$ cat src/verilog/sci_pkg.sv
// Purpose: Shared constants for the system control unit register bank
// Assumes: 32-bit AXI4-Lite data, 10-bit byte address inside the unit
// Notes: Offsets are byte addresses; version contents are arbitrary
package sci_pkg;

  // ==========================================================
  // Bus widths and responses
  localparam int DATA_W = 32;
  localparam int ADDR_W = 10;
  localparam logic [1:0] RESP_OKAY = 2'h0;
  localparam logic [1:0] RESP_SLVERR = 2'h2;

  // ==========================================================
  // Interrupt and flag registers
  localparam logic [9:0] OFF_IRQ_ENABLE_SET = 10'h000;
  localparam logic [9:0] OFF_IRQ_ENABLE_CLEAR = 10'h004;
  localparam logic [9:0] OFF_IRQ_ENABLE_STATE = 10'h008;
  localparam logic [9:0] OFF_IRQ_PENDING = 10'h00C;
  localparam logic [9:0] OFF_IRQ_PENDING_CLEAR = 10'h010;
  localparam logic [9:0] OFF_POWER_CLOCK_FLAGS = 10'h014;
  localparam logic [9:0] OFF_WRITE_PROTECT_KEY = 10'h018;
  localparam logic [9:0] OFF_FLL_MULTIPLIER = 10'h028;
  localparam logic [9:0] OFF_FLL_STEP_SIZE = 10'h02C;
  localparam logic [9:0] OFF_FLL_SPREAD_SPECTRUM = 10'h030;
  localparam logic [9:0] OFF_FLL_MEASURED_RATIO = 10'h034;
  localparam logic [9:0] OFF_FLL_SYNC_REQUEST = 10'h038;
  localparam logic [31:0] IRQ_RESET = 32'h00000000;

  // ==========================================================
  // Interrupt bit positions, same in all five registers; bit 30 is a readable flag only, not an interrupt
  localparam int BIT_PROTECT_VIOLATION = 31;
  localparam int BIT_RETAINED_WRITE_READY = 16;
  localparam int BIT_FLL_REF_STOPPED = 15;
  localparam int BIT_FLL_SYNC_READY = 14;
  localparam int BIT_FLL_LOCK_LOST_ACCURATE = 13;
  localparam int BIT_FLL_LOCK_LOST_FINE = 12;
  localparam int BIT_FLL_LOCK_LOST_COARSE = 11;
  localparam int BIT_FLL_LOCKED_ACCURATE = 10;
  localparam int BIT_FLL_LOCKED_FINE = 9;
  localparam int BIT_FLL_LOCKED_COARSE = 8;
  localparam int BIT_BROWNOUT_SEEN = 7;
  localparam int BIT_SUPPLY_LOW_SEEN = 6;
  localparam int BIT_REGULATOR_GOOD = 5;
  localparam int BIT_MAIN_OSC_READY = 1;
  localparam int BIT_SLOW_XTAL_READY = 0;
  localparam int BIT_RETAINED_VALID = 30;
  localparam logic [31:0] IRQ_USED_MASK = 32'h8001FFE3;
  localparam logic [31:0] FLAG_EVENT_MASK = 32'h0001FFE3;
  localparam logic [31:0] FLAG_READ_MASK = 32'h4001FFE3;

  // ==========================================================
  // Write-protect key word: key in top byte, target offset low
  localparam logic [7:0] UNLOCK_KEY = 8'hAA;
  localparam int UNLOCK_KEY_LSB = 24;

  // ==========================================================
  // Protected read/write control words
  localparam int NCTRL = 20;
  localparam logic [9:0] CTRL_OFF [0:NCTRL-1] = '{
    10'h01C, 10'h020, 10'h024, 10'h03C, 10'h040, 10'h044, 10'h048,
    10'h04C, 10'h050, 10'h058, 10'h05C, 10'h060, 10'h064, 10'h068,
    10'h06C, 10'h070, 10'h074, 10'h078, 10'h07C, 10'h080};
  localparam logic [31:0] CTRL_RST [0:NCTRL-1] = '{
    32'h00000000, 32'h00000004, 32'h00000000, 32'h00000000,
    32'h00000000, 32'h00000000, 32'h00000000, 32'h00000000,
    32'h00000000, 32'h00000000, 32'h00000000, 32'h00000000,
    32'h00000000, 32'h00000000, 32'h00000000, 32'h00000000,
    32'h00000000, 32'h00000000, 32'h00000000, 32'h00000000};

  // ==========================================================
  // Sub-unit version words; values arbitrary
  localparam int NREV = 13;
  localparam logic [9:0] REV_OFF [0:NREV-1] = '{
    10'h3C8, 10'h3CC, 10'h3D0, 10'h3D4, 10'h3D8, 10'h3DC, 10'h3E0,
    10'h3E4, 10'h3EC, 10'h3F0, 10'h3F4, 10'h3F8, 10'h3FC};
  localparam logic [31:0] REV_VAL [0:NREV-1] = '{
    32'h00000101, 32'h00000102, 32'h00000103, 32'h00000104,
    32'h00000105, 32'h00000106, 32'h00000107, 32'h00000108,
    32'h00000109, 32'h0000010A, 32'h0000010B, 32'h0000010C,
    32'h0000010D};

  // ==========================================================
  // Bus state machines
  typedef enum logic [1:0] {
    SCI_WR_IDLE = 2'b01,
    SCI_WR_RESP = 2'b10
  } sci_wr_state_t;

  typedef enum logic [1:0] {
    SCI_RD_IDLE = 2'b01,
    SCI_RD_DATA = 2'b10
  } sci_rd_state_t;

endpackage

$ cat src/verilog/sci_flag_sync.sv
// Purpose: Two-flop synchroniser and rise detector per status flag
// Assumes: Flags arrive from analog units outside the bus clock
// Notes: Rise is a one-cycle pulse, in the same cycle the level goes high
`timescale 1ns/10ps
`default_nettype none
module sci_flag_sync #(
  parameter int WIDTH = 32
) (
  // Clock and reset
  input wire logic aclk,
  input wire logic aresetn,
  // Flags
  input wire logic [WIDTH-1:0] flag_async,
  output logic [WIDTH-1:0] flag_level,
  output logic [WIDTH-1:0] flag_rise
);

  // ==========================================================
  // Per-bit stages
  genvar i;
  generate
    for (i = 0; i < WIDTH; i++) begin : g_bit
      logic meta_reg;
      logic meta_next;
      logic sync_reg;
      logic sync_next;
      logic level_reg;
      logic level_next;
      logic rise_reg;
      logic rise_next;
      always_comb begin
        meta_next = flag_async[i];
        sync_next = meta_reg;
        level_next = sync_reg;
        rise_next = sync_reg & ~level_reg;
      end
      // First stage feeds only the second; rise compares stage two and three
      always_ff @(posedge aclk) begin
        if (!aresetn) begin
          meta_reg <= 1'b0;
          sync_reg <= 1'b0;
          level_reg <= 1'b0;
          rise_reg <= 1'b0;
        end else begin
          meta_reg <= meta_next;
          sync_reg <= sync_next;
          level_reg <= level_next;
          rise_reg <= rise_next;
        end
      end
      assign flag_level[i] = level_reg;
      assign flag_rise[i] = rise_reg;
    end
  endgenerate

endmodule
`default_nettype wire

$ cat src/verilog/sci_regs.sv
// Purpose: AXI4-Lite register bank and interrupt logic of the system control unit
// Assumes: One write and one read outstanding at most; aligned word access
// Notes: Flags from analog units are synchronised before edge detection
//
// Register access over AXI4-Lite was left to the implementer.
`timescale 1ns/10ps
`default_nettype none
module sci_regs
  import sci_pkg::*;
(
  // Clock and reset
  input wire logic aclk,
  input wire logic aresetn,
  // Write address channel
  input wire logic [ADDR_W-1:0] s_axi_awaddr,
  input wire logic s_axi_awvalid,
  output logic s_axi_awready,
  // Write data channel
  input wire logic [DATA_W-1:0] s_axi_wdata,
  input wire logic [3:0] s_axi_wstrb,
  input wire logic s_axi_wvalid,
  output logic s_axi_wready,
  // Write response channel
  output logic [1:0] s_axi_bresp,
  output logic s_axi_bvalid,
  input wire logic s_axi_bready,
  // Read address channel
  input wire logic [ADDR_W-1:0] s_axi_araddr,
  input wire logic s_axi_arvalid,
  output logic s_axi_arready,
  // Read data channel
  output logic [DATA_W-1:0] s_axi_rdata,
  output logic [1:0] s_axi_rresp,
  output logic s_axi_rvalid,
  input wire logic s_axi_rready,
  // Unit status and control
  input wire logic [31:0] power_clock_flags_in,
  input wire logic [31:0] fll_measured_ratio_in,
  output logic [NCTRL*32-1:0] ctrl_words,
  // Interrupt
  output logic irq
);

  // ==========================================================
  // Flag synchroniser
  logic [31:0] flag_level;
  logic [31:0] flag_rise;

  sci_flag_sync #(
    .WIDTH(32)
  ) sci_flag_sync_inst (
    .aclk(aclk),
    .aresetn(aresetn),
    .flag_async(power_clock_flags_in),
    .flag_level(flag_level),
    .flag_rise(flag_rise)
  );

  // ==========================================================
  // State
  sci_wr_state_t wr_state_reg, wr_state_next;
  sci_rd_state_t rd_state_reg, rd_state_next;
  logic aw_held_reg, aw_held_next;
  logic [ADDR_W-1:0] aw_addr_reg, aw_addr_next;
  logic w_held_reg, w_held_next;
  logic [31:0] w_data_reg, w_data_next;
  logic [3:0] w_strb_reg, w_strb_next;
  logic awready_reg, awready_next;
  logic wready_reg, wready_next;
  logic bvalid_reg, bvalid_next;
  logic [1:0] bresp_reg, bresp_next;
  logic arready_reg, arready_next;
  logic rvalid_reg, rvalid_next;
  logic [31:0] rdata_reg, rdata_next;
  logic [1:0] rresp_reg, rresp_next;
  logic [31:0] mask_reg, mask_next;
  logic [31:0] pend_reg, pend_next;
  logic irq_reg, irq_next;
  logic unlock_reg, unlock_next;
  logic [ADDR_W-1:0] unlock_off_reg, unlock_off_next;
  logic [31:0] ctrl_reg [0:NCTRL-1];
  logic [31:0] ctrl_next [0:NCTRL-1];

  // ==========================================================
  // Write decode
  logic do_write;
  logic [9:0] wr_off;
  logic [31:0] wr_bits;
  logic [31:0] set_bits;
  logic [31:0] clr_bits;
  logic [31:0] ack_bits;
  logic violation;
  logic wr_mapped;

  function automatic logic [31:0] strb_mask(input logic [3:0] strb);
    logic [31:0] m;
    m = 32'h00000000;
    for (int b = 0; b < 4; b++) begin
      m[b*8 +: 8] = {8{strb[b]}};
    end
    return m;
  endfunction

  always_comb begin
    do_write = (wr_state_reg == SCI_WR_IDLE) & aw_held_reg & w_held_reg;
    wr_off = {aw_addr_reg[9:2], 2'b00};
    wr_bits = w_data_reg & strb_mask(w_strb_reg);
    set_bits = 32'h00000000;
    clr_bits = 32'h00000000;
    ack_bits = 32'h00000000;
    violation = 1'b0;
    wr_mapped = 1'b1;
    unlock_next = unlock_reg;
    unlock_off_next = unlock_off_reg;
    for (int k = 0; k < NCTRL; k++) begin
      ctrl_next[k] = ctrl_reg[k];
    end
    if (do_write) begin
      // Unlock opens exactly one following write
      unlock_next = 1'b0;
      case (wr_off)
        OFF_IRQ_ENABLE_SET: set_bits = wr_bits & IRQ_USED_MASK;
        OFF_IRQ_ENABLE_CLEAR: clr_bits = wr_bits & IRQ_USED_MASK;
        OFF_IRQ_PENDING_CLEAR: ack_bits = wr_bits & IRQ_USED_MASK;
        OFF_WRITE_PROTECT_KEY: begin
          if (w_strb_reg == 4'hF &&
              w_data_reg[UNLOCK_KEY_LSB +: 8] == UNLOCK_KEY) begin
            unlock_next = 1'b1;
            unlock_off_next = {w_data_reg[9:2], 2'b00};
          end
        end
        OFF_IRQ_ENABLE_STATE, OFF_IRQ_PENDING, OFF_POWER_CLOCK_FLAGS,
        OFF_FLL_MULTIPLIER, OFF_FLL_STEP_SIZE, OFF_FLL_SPREAD_SPECTRUM,
        OFF_FLL_MEASURED_RATIO, OFF_FLL_SYNC_REQUEST: wr_mapped = 1'b1;
        default: begin
          wr_mapped = 1'b0;
          for (int k = 0; k < NCTRL; k++) begin
            if (wr_off == CTRL_OFF[k]) begin
              wr_mapped = 1'b1;
              if (unlock_reg && unlock_off_reg == wr_off) begin
                ctrl_next[k] = (ctrl_reg[k] & ~strb_mask(w_strb_reg)) | wr_bits;
              end else begin
                violation = 1'b1;
              end
            end
          end
          // Version words ignore writes
          for (int k = 0; k < NREV; k++) begin
            if (wr_off == REV_OFF[k]) begin
              wr_mapped = 1'b1;
            end
          end
        end
      endcase
    end
  end

  // ==========================================================
  // Interrupt logic
  logic [31:0] events;

  always_comb begin
    events = flag_rise & FLAG_EVENT_MASK;
    events[BIT_PROTECT_VIOLATION] = violation;
    mask_next = (mask_reg | set_bits) & ~clr_bits;
    // New event wins over a clear in the same cycle
    pend_next = (pend_reg & ~ack_bits) | events;
    irq_next = |(pend_next & mask_next);
  end

  always_ff @(posedge aclk) begin
    if (!aresetn) begin
      mask_reg <= IRQ_RESET;
      pend_reg <= IRQ_RESET;
      irq_reg <= 1'b0;
      unlock_reg <= 1'b0;
      unlock_off_reg <= 10'h000;
    end else begin
      mask_reg <= mask_next;
      pend_reg <= pend_next;
      irq_reg <= irq_next;
      unlock_reg <= unlock_next;
      unlock_off_reg <= unlock_off_next;
    end
  end

  // ==========================================================
  // Control words
  genvar g;
  generate
    for (g = 0; g < NCTRL; g++) begin : g_ctrl
      always_ff @(posedge aclk) begin
        if (!aresetn) begin
          ctrl_reg[g] <= CTRL_RST[g];
        end else begin
          ctrl_reg[g] <= ctrl_next[g];
        end
      end
      assign ctrl_words[g*32 +: 32] = ctrl_reg[g];
    end
  endgenerate

  // ==========================================================
  // Write channel handshake
  always_comb begin
    wr_state_next = wr_state_reg;
    aw_held_next = aw_held_reg;
    aw_addr_next = aw_addr_reg;
    w_held_next = w_held_reg;
    w_data_next = w_data_reg;
    w_strb_next = w_strb_reg;
    bvalid_next = bvalid_reg;
    bresp_next = bresp_reg;
    if (s_axi_awvalid && awready_reg) begin
      aw_held_next = 1'b1;
      aw_addr_next = s_axi_awaddr;
    end
    if (s_axi_wvalid && wready_reg) begin
      w_held_next = 1'b1;
      w_data_next = s_axi_wdata;
      w_strb_next = s_axi_wstrb;
    end
    case (wr_state_reg)
      SCI_WR_IDLE: begin
        if (do_write) begin
          aw_held_next = 1'b0;
          w_held_next = 1'b0;
          bvalid_next = 1'b1;
          bresp_next = wr_mapped ? RESP_OKAY : RESP_SLVERR;
          wr_state_next = SCI_WR_RESP;
        end
      end
      SCI_WR_RESP: begin
        if (s_axi_bready) begin
          bvalid_next = 1'b0;
          wr_state_next = SCI_WR_IDLE;
        end
      end
      default: begin
        bvalid_next = 1'b0;
        wr_state_next = SCI_WR_IDLE;
      end
    endcase
    // Ready only while the holding slot stays empty
    awready_next = ~aw_held_next;
    wready_next = ~w_held_next;
  end

  always_ff @(posedge aclk) begin
    if (!aresetn) begin
      wr_state_reg <= SCI_WR_IDLE;
      aw_held_reg <= 1'b0;
      aw_addr_reg <= 10'h000;
      w_held_reg <= 1'b0;
      w_data_reg <= 32'h00000000;
      w_strb_reg <= 4'h0;
      awready_reg <= 1'b0;
      wready_reg <= 1'b0;
      bvalid_reg <= 1'b0;
      bresp_reg <= RESP_OKAY;
    end else begin
      wr_state_reg <= wr_state_next;
      aw_held_reg <= aw_held_next;
      aw_addr_reg <= aw_addr_next;
      w_held_reg <= w_held_next;
      w_data_reg <= w_data_next;
      w_strb_reg <= w_strb_next;
      awready_reg <= awready_next;
      wready_reg <= wready_next;
      bvalid_reg <= bvalid_next;
      bresp_reg <= bresp_next;
    end
  end

  // ==========================================================
  // Read channel
  logic [9:0] rd_off;
  logic [31:0] rd_word;
  logic rd_mapped;

  always_comb begin
    rd_off = {s_axi_araddr[9:2], 2'b00};
    rd_word = 32'h00000000;
    rd_mapped = 1'b1;
    case (rd_off)
      OFF_IRQ_ENABLE_STATE: rd_word = mask_reg;
      OFF_IRQ_PENDING: rd_word = pend_reg;
      OFF_POWER_CLOCK_FLAGS: rd_word = flag_level & FLAG_READ_MASK;
      OFF_FLL_MEASURED_RATIO: rd_word = fll_measured_ratio_in;
      // Write-only words hold no readable state
      OFF_IRQ_ENABLE_SET, OFF_IRQ_ENABLE_CLEAR, OFF_IRQ_PENDING_CLEAR,
      OFF_WRITE_PROTECT_KEY, OFF_FLL_MULTIPLIER, OFF_FLL_STEP_SIZE,
      OFF_FLL_SPREAD_SPECTRUM, OFF_FLL_SYNC_REQUEST: rd_word = 32'h00000000;
      default: begin
        rd_mapped = 1'b0;
        for (int k = 0; k < NCTRL; k++) begin
          if (rd_off == CTRL_OFF[k]) begin
            rd_mapped = 1'b1;
            rd_word = ctrl_reg[k];
          end
        end
        for (int k = 0; k < NREV; k++) begin
          if (rd_off == REV_OFF[k]) begin
            rd_mapped = 1'b1;
            rd_word = REV_VAL[k];
          end
        end
      end
    endcase
  end

  always_comb begin
    rd_state_next = rd_state_reg;
    rvalid_next = rvalid_reg;
    rdata_next = rdata_reg;
    rresp_next = rresp_reg;
    case (rd_state_reg)
      SCI_RD_IDLE: begin
        if (s_axi_arvalid && arready_reg) begin
          rvalid_next = 1'b1;
          rdata_next = rd_word;
          rresp_next = rd_mapped ? RESP_OKAY : RESP_SLVERR;
          rd_state_next = SCI_RD_DATA;
        end
      end
      SCI_RD_DATA: begin
        if (s_axi_rready) begin
          rvalid_next = 1'b0;
          rd_state_next = SCI_RD_IDLE;
        end
      end
      default: begin
        rvalid_next = 1'b0;
        rd_state_next = SCI_RD_IDLE;
      end
    endcase
    arready_next = (rd_state_next == SCI_RD_IDLE);
  end

  always_ff @(posedge aclk) begin
    if (!aresetn) begin
      rd_state_reg <= SCI_RD_IDLE;
      arready_reg <= 1'b0;
      rvalid_reg <= 1'b0;
      rdata_reg <= 32'h00000000;
      rresp_reg <= RESP_OKAY;
    end else begin
      rd_state_reg <= rd_state_next;
      arready_reg <= arready_next;
      rvalid_reg <= rvalid_next;
      rdata_reg <= rdata_next;
      rresp_reg <= rresp_next;
    end
  end

  // ==========================================================
  // Outputs
  assign s_axi_awready = awready_reg;
  assign s_axi_wready = wready_reg;
  assign s_axi_bvalid = bvalid_reg;
  assign s_axi_bresp = bresp_reg;
  assign s_axi_arready = arready_reg;
  assign s_axi_rvalid = rvalid_reg;
  assign s_axi_rdata = rdata_reg;
  assign s_axi_rresp = rresp_reg;
  assign irq = irq_reg;

endmodule
`default_nettype wire
$ cat config.mk
export PLATFORM = sky130hd
export DESIGN_NAME = sci_regs
export DESIGN_NICKNAME = d
export VERILOG_FILES = /design/src/verilog/sci_pkg.sv /design/src/verilog/sci_flag_sync.sv /design/src/verilog/sci_regs.sv
export SDC_FILE = /design/constraint.sdc
export NUM_CORES = 2
export LEC_CHECK = 0
export ABC_AREA = 1
export BUFFER_PORTS_ARGS = -buffer_cell sky130_fd_sc_hd__buf_2
export CAP_MARGIN = 10
export CELL_PAD_IN_SITES_DETAIL_PLACEMENT = 1
export CELL_PAD_IN_SITES_GLOBAL_PLACEMENT = 1
export CORE_AREA = 2 2 316 318
export CTS_BUF_LIST = sky130_fd_sc_hd__clkbuf_2 sky130_fd_sc_hd__clkbuf_4 sky130_fd_sc_hd__clkbuf_8
export DETAILED_ROUTE_END_ITERATION = 16
export DIE_AREA = 0 0 318 320
export GPL_TIMING_DRIVEN = 1
export PLACE_DENSITY_LB_ADDON = 0.1
export SLEW_MARGIN = 20
export SYNTH_ARGS = -nofsm -noshare
export SYNTH_HDL_FRONTEND = slang
export SYNTH_HIERARCHICAL = 1
export SYNTH_SLANG_ARGS = --single-unit
$ cat constraint.sdc
create_clock -name aclk -period 4.85 [get_ports aclk]
set_input_delay 0.7275 -clock aclk [delete_from_list [all_inputs] [get_ports aclk]]
set_output_delay 0.7275 -clock aclk [all_outputs]
set_load 0.05 [all_outputs]
# After elaboration in Yosys (flattened, before gate mapping)
# Memories as Yosys holds them, arrays and structs flattened.
# Index checks and enable logic that the tools add are counted.
# W data, S select, Z words.
[totals]
register_bits = 226
latchBits = 0
ramBits = 640
romBits = 0
inputBits = 127
output_inout_bits = 682
wordCells = 542
memories = 1
[memory_table]
columns = ["memory", "words", "width", "rd", "rd_ports_with_merged_regs", "wr", "line_no", "rtl"]
rows = [
  ["ctrl_reg", 20, 32, 20, 0, 20, "sci_regs.sv:81", "logic [31:0] ctrl_reg [0:NCTRL-1];"],
]
[op_classes]
add_sub_neg = 0
multipliers = 0
div = 0
magnitude_cmp = 0
eq_ne = 100
n_shift = 0
n_mux = 245
bitwise = 101
n_reduce_logical = 16
[ops]
columns = ["cell", "n"]
rows = [
  ["$mux W32", 99],
  ["$mux W640", 2],
  ["$and A32 B32 Y32", 24],
  ["$or A32 B32 Y32", 22],
  ["$eq A8 B5 Y1 const B", 30],
  ["$eq A8 B8 Y1 const B", 27],
  ["$pmux W32 S5", 1],
  ["$mux W1", 133],
  ["$eq A8 B4 Y1 const B", 16],
  ["$not A32 Y32", 3],
  ["$eq A8 B3 Y1 const B", 8],
  ["$eq A8 B2 Y1 const B", 4],
  ["$reduce_or A32 Y1", 1],
  ["$reduce_or A12 Y1", 2],
  ["$or A1 B1 Y1", 20],
  ["$and A1 B1 Y1", 16],
  ["$eq A8 B1 Y1 const B", 2],
  ["$eq A8 B6 Y1 const B", 2],
  ["$logic_not A8 Y1", 2],
  ["$not A1 Y1", 16],
  ["$mux W2", 6],
  ["$eq A8 B8 Y1", 1],
  ["$ne A2 B2 Y1 const B", 4],
  ["$pmux W2 S2", 2],
  ["8 further kinds", 19],
]

# Depth between registers and ports, before layout
[logic_depth]
word_depth = 55
depth_mapped = 22
mapped_depth_nobuf = 21

# Cells and area by module
# Netlist, hierarchy kept.
[modules_own_cells]
columns = ["module", "n_inst", "cells_per_inst", "area_per_inst_um2", "seq_area_each_um2"]
rows = [
  ["sci_regs", 1, 4763, 34202.8, 15374.7],
  ["sci_flag_sync", 1, 427, 4008.8, 2562.5],
]

# Worst setup path after synthesis
# No wires, ideal clock.
[synth_path]
kind = "in2reg"
from = "in s_axi_araddr[9]"
to = "reg rdata_reg[20], in the netlist s_axi_rdata[20]"
setup_ns = 0.118
arrival_time_ns = 2.656
required_time_ns = 4.732
setup_slack_ns = 2.076
path_stages = 12
path_buffers = 1
path_cell_list = "inv_1 nor4_1 inv_1 nor2_1 nand2_1 nand2_1 a21oi_1 nand3_1 clkbuf_1 a221oi_1 a21oi_1 nor2_1"
[synth_via]
elab_chain_len = 35
elab_cells_between_ends = 80
classes_between = "44 x eq/ne; 34 x mux; 2 x reduce/logical"
[synth_rtl]
columns = ["item", "line_no", "rtl"]
rows = [
  ["start, declared", "sci_regs.sv:28", "input wire logic [ADDR_W-1:0] s_axi_araddr,"],
  ["$eq A8 B3 Y1", "sci_regs.sv:297", "if (rd_off == CTRL_OFF[k]) begin"],
  ["$mux W32 (20 in a row)", "sci_regs.sv:297", ""],
  ["$mux W32 (13 in a row)", "sci_regs.sv:303", "if (rd_off == REV_OFF[k]) begin"],
  ["$pmux W32 S5 (*)", "sci_regs.sv:285", "case (rd_off)"],
  ["end signal, assigned", "sci_regs.sv:351", "rdata_reg <= rdata_next;"],
  ["end, declared", "sci_regs.sv:74", "logic [31:0] rdata_reg, rdata_next;"],
]
# Mark *: on every way between the ends. The rest lies on a longest branch, timed or not.
# A chain may end at the register's enable or synchronous reset.

==> impl_metrics.toml <==
[global_routing]
grt_antenna_before_repair = 16
grt_overflow_total = 0
first_global_vias = 37040
global_route_wire_length_before_repair_mm = 255.4
track_usage_pct = 33.83
grt_start_max_net_pins = 157

[synthesis]
syn_area_per_cell_um2 = 7.270
synthesis.instances = 4965
post_synth_instance_area_um2 = 36090
yosys_warnings = 6

[critical_path]
timing.critical_path.slowest_cell_delay_ps = 550
critPathBufInv = 6
critical_path.top_delay_family = "simple AND/OR/NAND/NOR gates"
worst_setup_path_end_kind = "flip-flop"
cp.required_ps = 5550
worstSetupPathType = "flip-flop to flip-flop"
arrival_ps = 4800
critical_path.max_fanout = 16
worstSetupStartpointType = "flip-flop"
timing.critical_path.cells = "inv_2 -> nor2_1 -> inv_1 -> nor2_1 -> inv_1 -> nor2_2 -> nor2_1 -> nand2_1 -> nor4_4 -> inv_2 -> nor4_1 -> inv_1 -> nor2_1 -> inv_1 -> o21ai_0 -> a21oi_1"
crit_slowest_cell = "sky130_fd_sc_hd__nor4_1"

[pwr]
power.static_leakage_nw = 19.49
total_power_mw = 15.11
power.share.switching_pct = 25.93
power.switching_mw = 3.920
peakVddDrop_uv = 225.1
power.clock.fraction_pct = 48.1
power-per-cell-area_nw_per_um2 = 341.7
cell_internal_power_mw = 11.19
combinationalPowerShare_pct = 5.6
sequentialPowerShare_pct = 46.3

[finish]
fin_util_pct = 45.14
filler_cell_count = 12420
flow.area_growth_from_synthesis_pct = 22.56
final_design_area_no_fill_um2 = 44240
final_layout_size_suffix_gt1_share_pct = 21.11
final_cells = 7047
design.final.nets = 5768

[clock_tree]
clock_latency_ps = 860
clock_tree.buffer_depth = 3
cts.htree.levels = 4
clk_root_buffer_cell = "sky130_fd_sc_hd__clkbuf_8"
ctsResizeCount = 0
postCtsSetupBuffers = 0
cts.reportedPaths.clkPinSlew_ps = 60
tritoncts = "done"
cts_sinks = 827
cts_made_buffers = 153

[timing]
number_of_slew_limit_violations_in_the_final_report = 0
fin_crit_sh_pct = 84.39
tns_ps = 0
grt_setup_unrepaired = "false"
report.final.hold_viol_count = 0
post-route-min-period_ps = 4093
timing.fmax_ghz = 0.2443
setup_viol_count_final = 0
slew-limit-headroom_pct = 25.16
fin_worst_skew_ps = 37.54
whs_ps = 66.01
finalWorstSetupSlack_ps = 756.9
tightestPinTransition_ps = 1121

[floorplan]
floorplan.die_area_um2 = 101800
die_height_um = 320
design.core.area_um2 = 97990
num_io_pins = 809
placementRows = 115
initial_utilization_pct = 36.84
die_outline_width_um = 318

[min_path]
min_path_type = "input port to flip-flop"

[placed_design]
numPortBuffers = 785
post-place-ws_ps = 703.0
place_area_um2 = 40850
finalWeightedCongestion = 0.9116
number_of_placed_instances_with_taps_included = 6761
post-dp-hpwl_mm = 133.9

[drt]
drt_drc_violations_left = 0
finalWirelength_mm = 178.3
routed-via-count = 37780
detail_route.iter0.violations = 2679
post_drt_antenna_nets = 0
drt_pass1_iterations = 5
post_drt_wl_per_cell_um = 25.30
viasPerCell = 5.360

[status]
status = "completed"

[job]
maxCapViolCount = 0
-- final timing paths --
check,startpoint,to,slack [ps],cells after the start
setup / recovery,aw_addr_reg[4]$_SDFFE_PN0P_,flip-flop,760,16
hold / removal,power_clock_flags_in[6],sci_flag_sync_inst/g_bit[6].meta_reg$_SDFF_PN0_,70,3
setup reg to reg,aw_addr_reg[4]$_SDFFE_PN0P_,flip-flop,760,16
hold reg to reg,sci_flag_sync_inst/g_bit[6].level_reg$_SDFF_PN0_,sci_flag_sync_inst/g_bit[6].rise_reg$_SDFF_PN0_,410,1
-- tightest hold or removal path, cell delays in order --
cell and delay, ps:
sky130_fd_sc_hd__buf_2 70, sky130_fd_sc_hd__nand2_1 50, sky130_fd_sc_hd__inv_1 40
-- metal layers --
layer	track usage, %	part of all wire, %	up-vias	routed length (um)
met5	0	0.076	-	136
met4	14.72	4.4	20	7818
met3	8.314	6.8	319	12050
met2	57.37	48	1157	85320
met1	40.58	41	18520	72950
li1	-	-	17760	-
-- final cells by class --
type	count	area [um2]	share of cell area (%)
multi-input cells	2975	14960	33.82
clock buffers	255	3153	7.128
well taps	1287	1610	3.640
inverters	785	2954	6.678
flip-flops and latches	827	16560	37.43
diodes	8	20.02	0.04526
repair buffers	897	4867	11.00
clock inverters	13	115.1	0.2602
-- layout by cell type, fill, tap and decap left out, types with 3 or more instances in the layout --
| cell | n |
|---|---|
| sky130_fd_sc_hd__nor4_1 | 12 |
| sky130_fd_sc_hd__clkbuf_4 | 57 |
| sky130_fd_sc_hd__dlygate4sd3_1 | 10 |
| sky130_fd_sc_hd__o2111ai_1 | 14 |
| sky130_fd_sc_hd__nor2_4 | 8 |
| sky130_fd_sc_hd__a31oi_1 | 27 |
| sky130_fd_sc_hd__o221ai_1 | 4 |
| sky130_fd_sc_hd__nand3b_1 | 3 |
| sky130_fd_sc_hd__or2_2 | 7 |
| sky130_fd_sc_hd__a211oi_1 | 280 |
| sky130_fd_sc_hd__dfxtp_1 | 827 |
| sky130_fd_sc_hd__nand2_2 | 11 |
| sky130_fd_sc_hd__clkinv_2 | 5 |
| sky130_fd_sc_hd__nor3_1 | 30 |
| sky130_fd_sc_hd__o211ai_1 | 8 |
| sky130_fd_sc_hd__nand2_1 | 633 |
| sky130_fd_sc_hd__nor2_2 | 12 |
| sky130_fd_sc_hd__clkinvlp_4 | 3 |
| sky130_fd_sc_hd__diode_2 | 8 |
| sky130_fd_sc_hd__o21ai_0 | 621 |
| sky130_fd_sc_hd__o22ai_1 | 37 |
| sky130_fd_sc_hd__buf_4 | 97 |
| sky130_fd_sc_hd__nand4_1 | 26 |
| sky130_fd_sc_hd__nor3_2 | 4 |
| sky130_fd_sc_hd__a21oi_1 | 563 |
| sky130_fd_sc_hd__inv_1 | 773 |
| sky130_fd_sc_hd__nand3_1 | 71 |
| sky130_fd_sc_hd__clkbuf_8 | 198 |
| sky130_fd_sc_hd__inv_2 | 9 |
| sky130_fd_sc_hd__inv_6 | 3 |
| sky130_fd_sc_hd__nor2_1 | 496 |
| sky130_fd_sc_hd__a221oi_1 | 76 |
| sky130_fd_sc_hd__o211a_1 | 10 |
| sky130_fd_sc_hd__buf_2 | 784 |
| sky130_fd_sc_hd__buf_12 | 5 |
-- power groups by stage --
stage          Sequential (mW)  Combinational [mW]  Clock (mW)
4_1_cts                   6.99               0.847        7.38
5_1_grt                   7.00               0.914        7.70
3_5_place_dp              7.14               0.837           0
3_3_place_gp              7.14               0.832           0
6_report                  6.99               0.850        7.27
2_1_floorplan             7.12               0.473           0
-- what timing repair did --
| item | CTS | global route |
|---|---|---|
| hold endpoints to repair | 10 | 0 |
| setup endpoints to repair | 0 | 0 |
| hold buffers | 10 | 0 |
No activity file was read; power rests on OpenSTA's default activity.
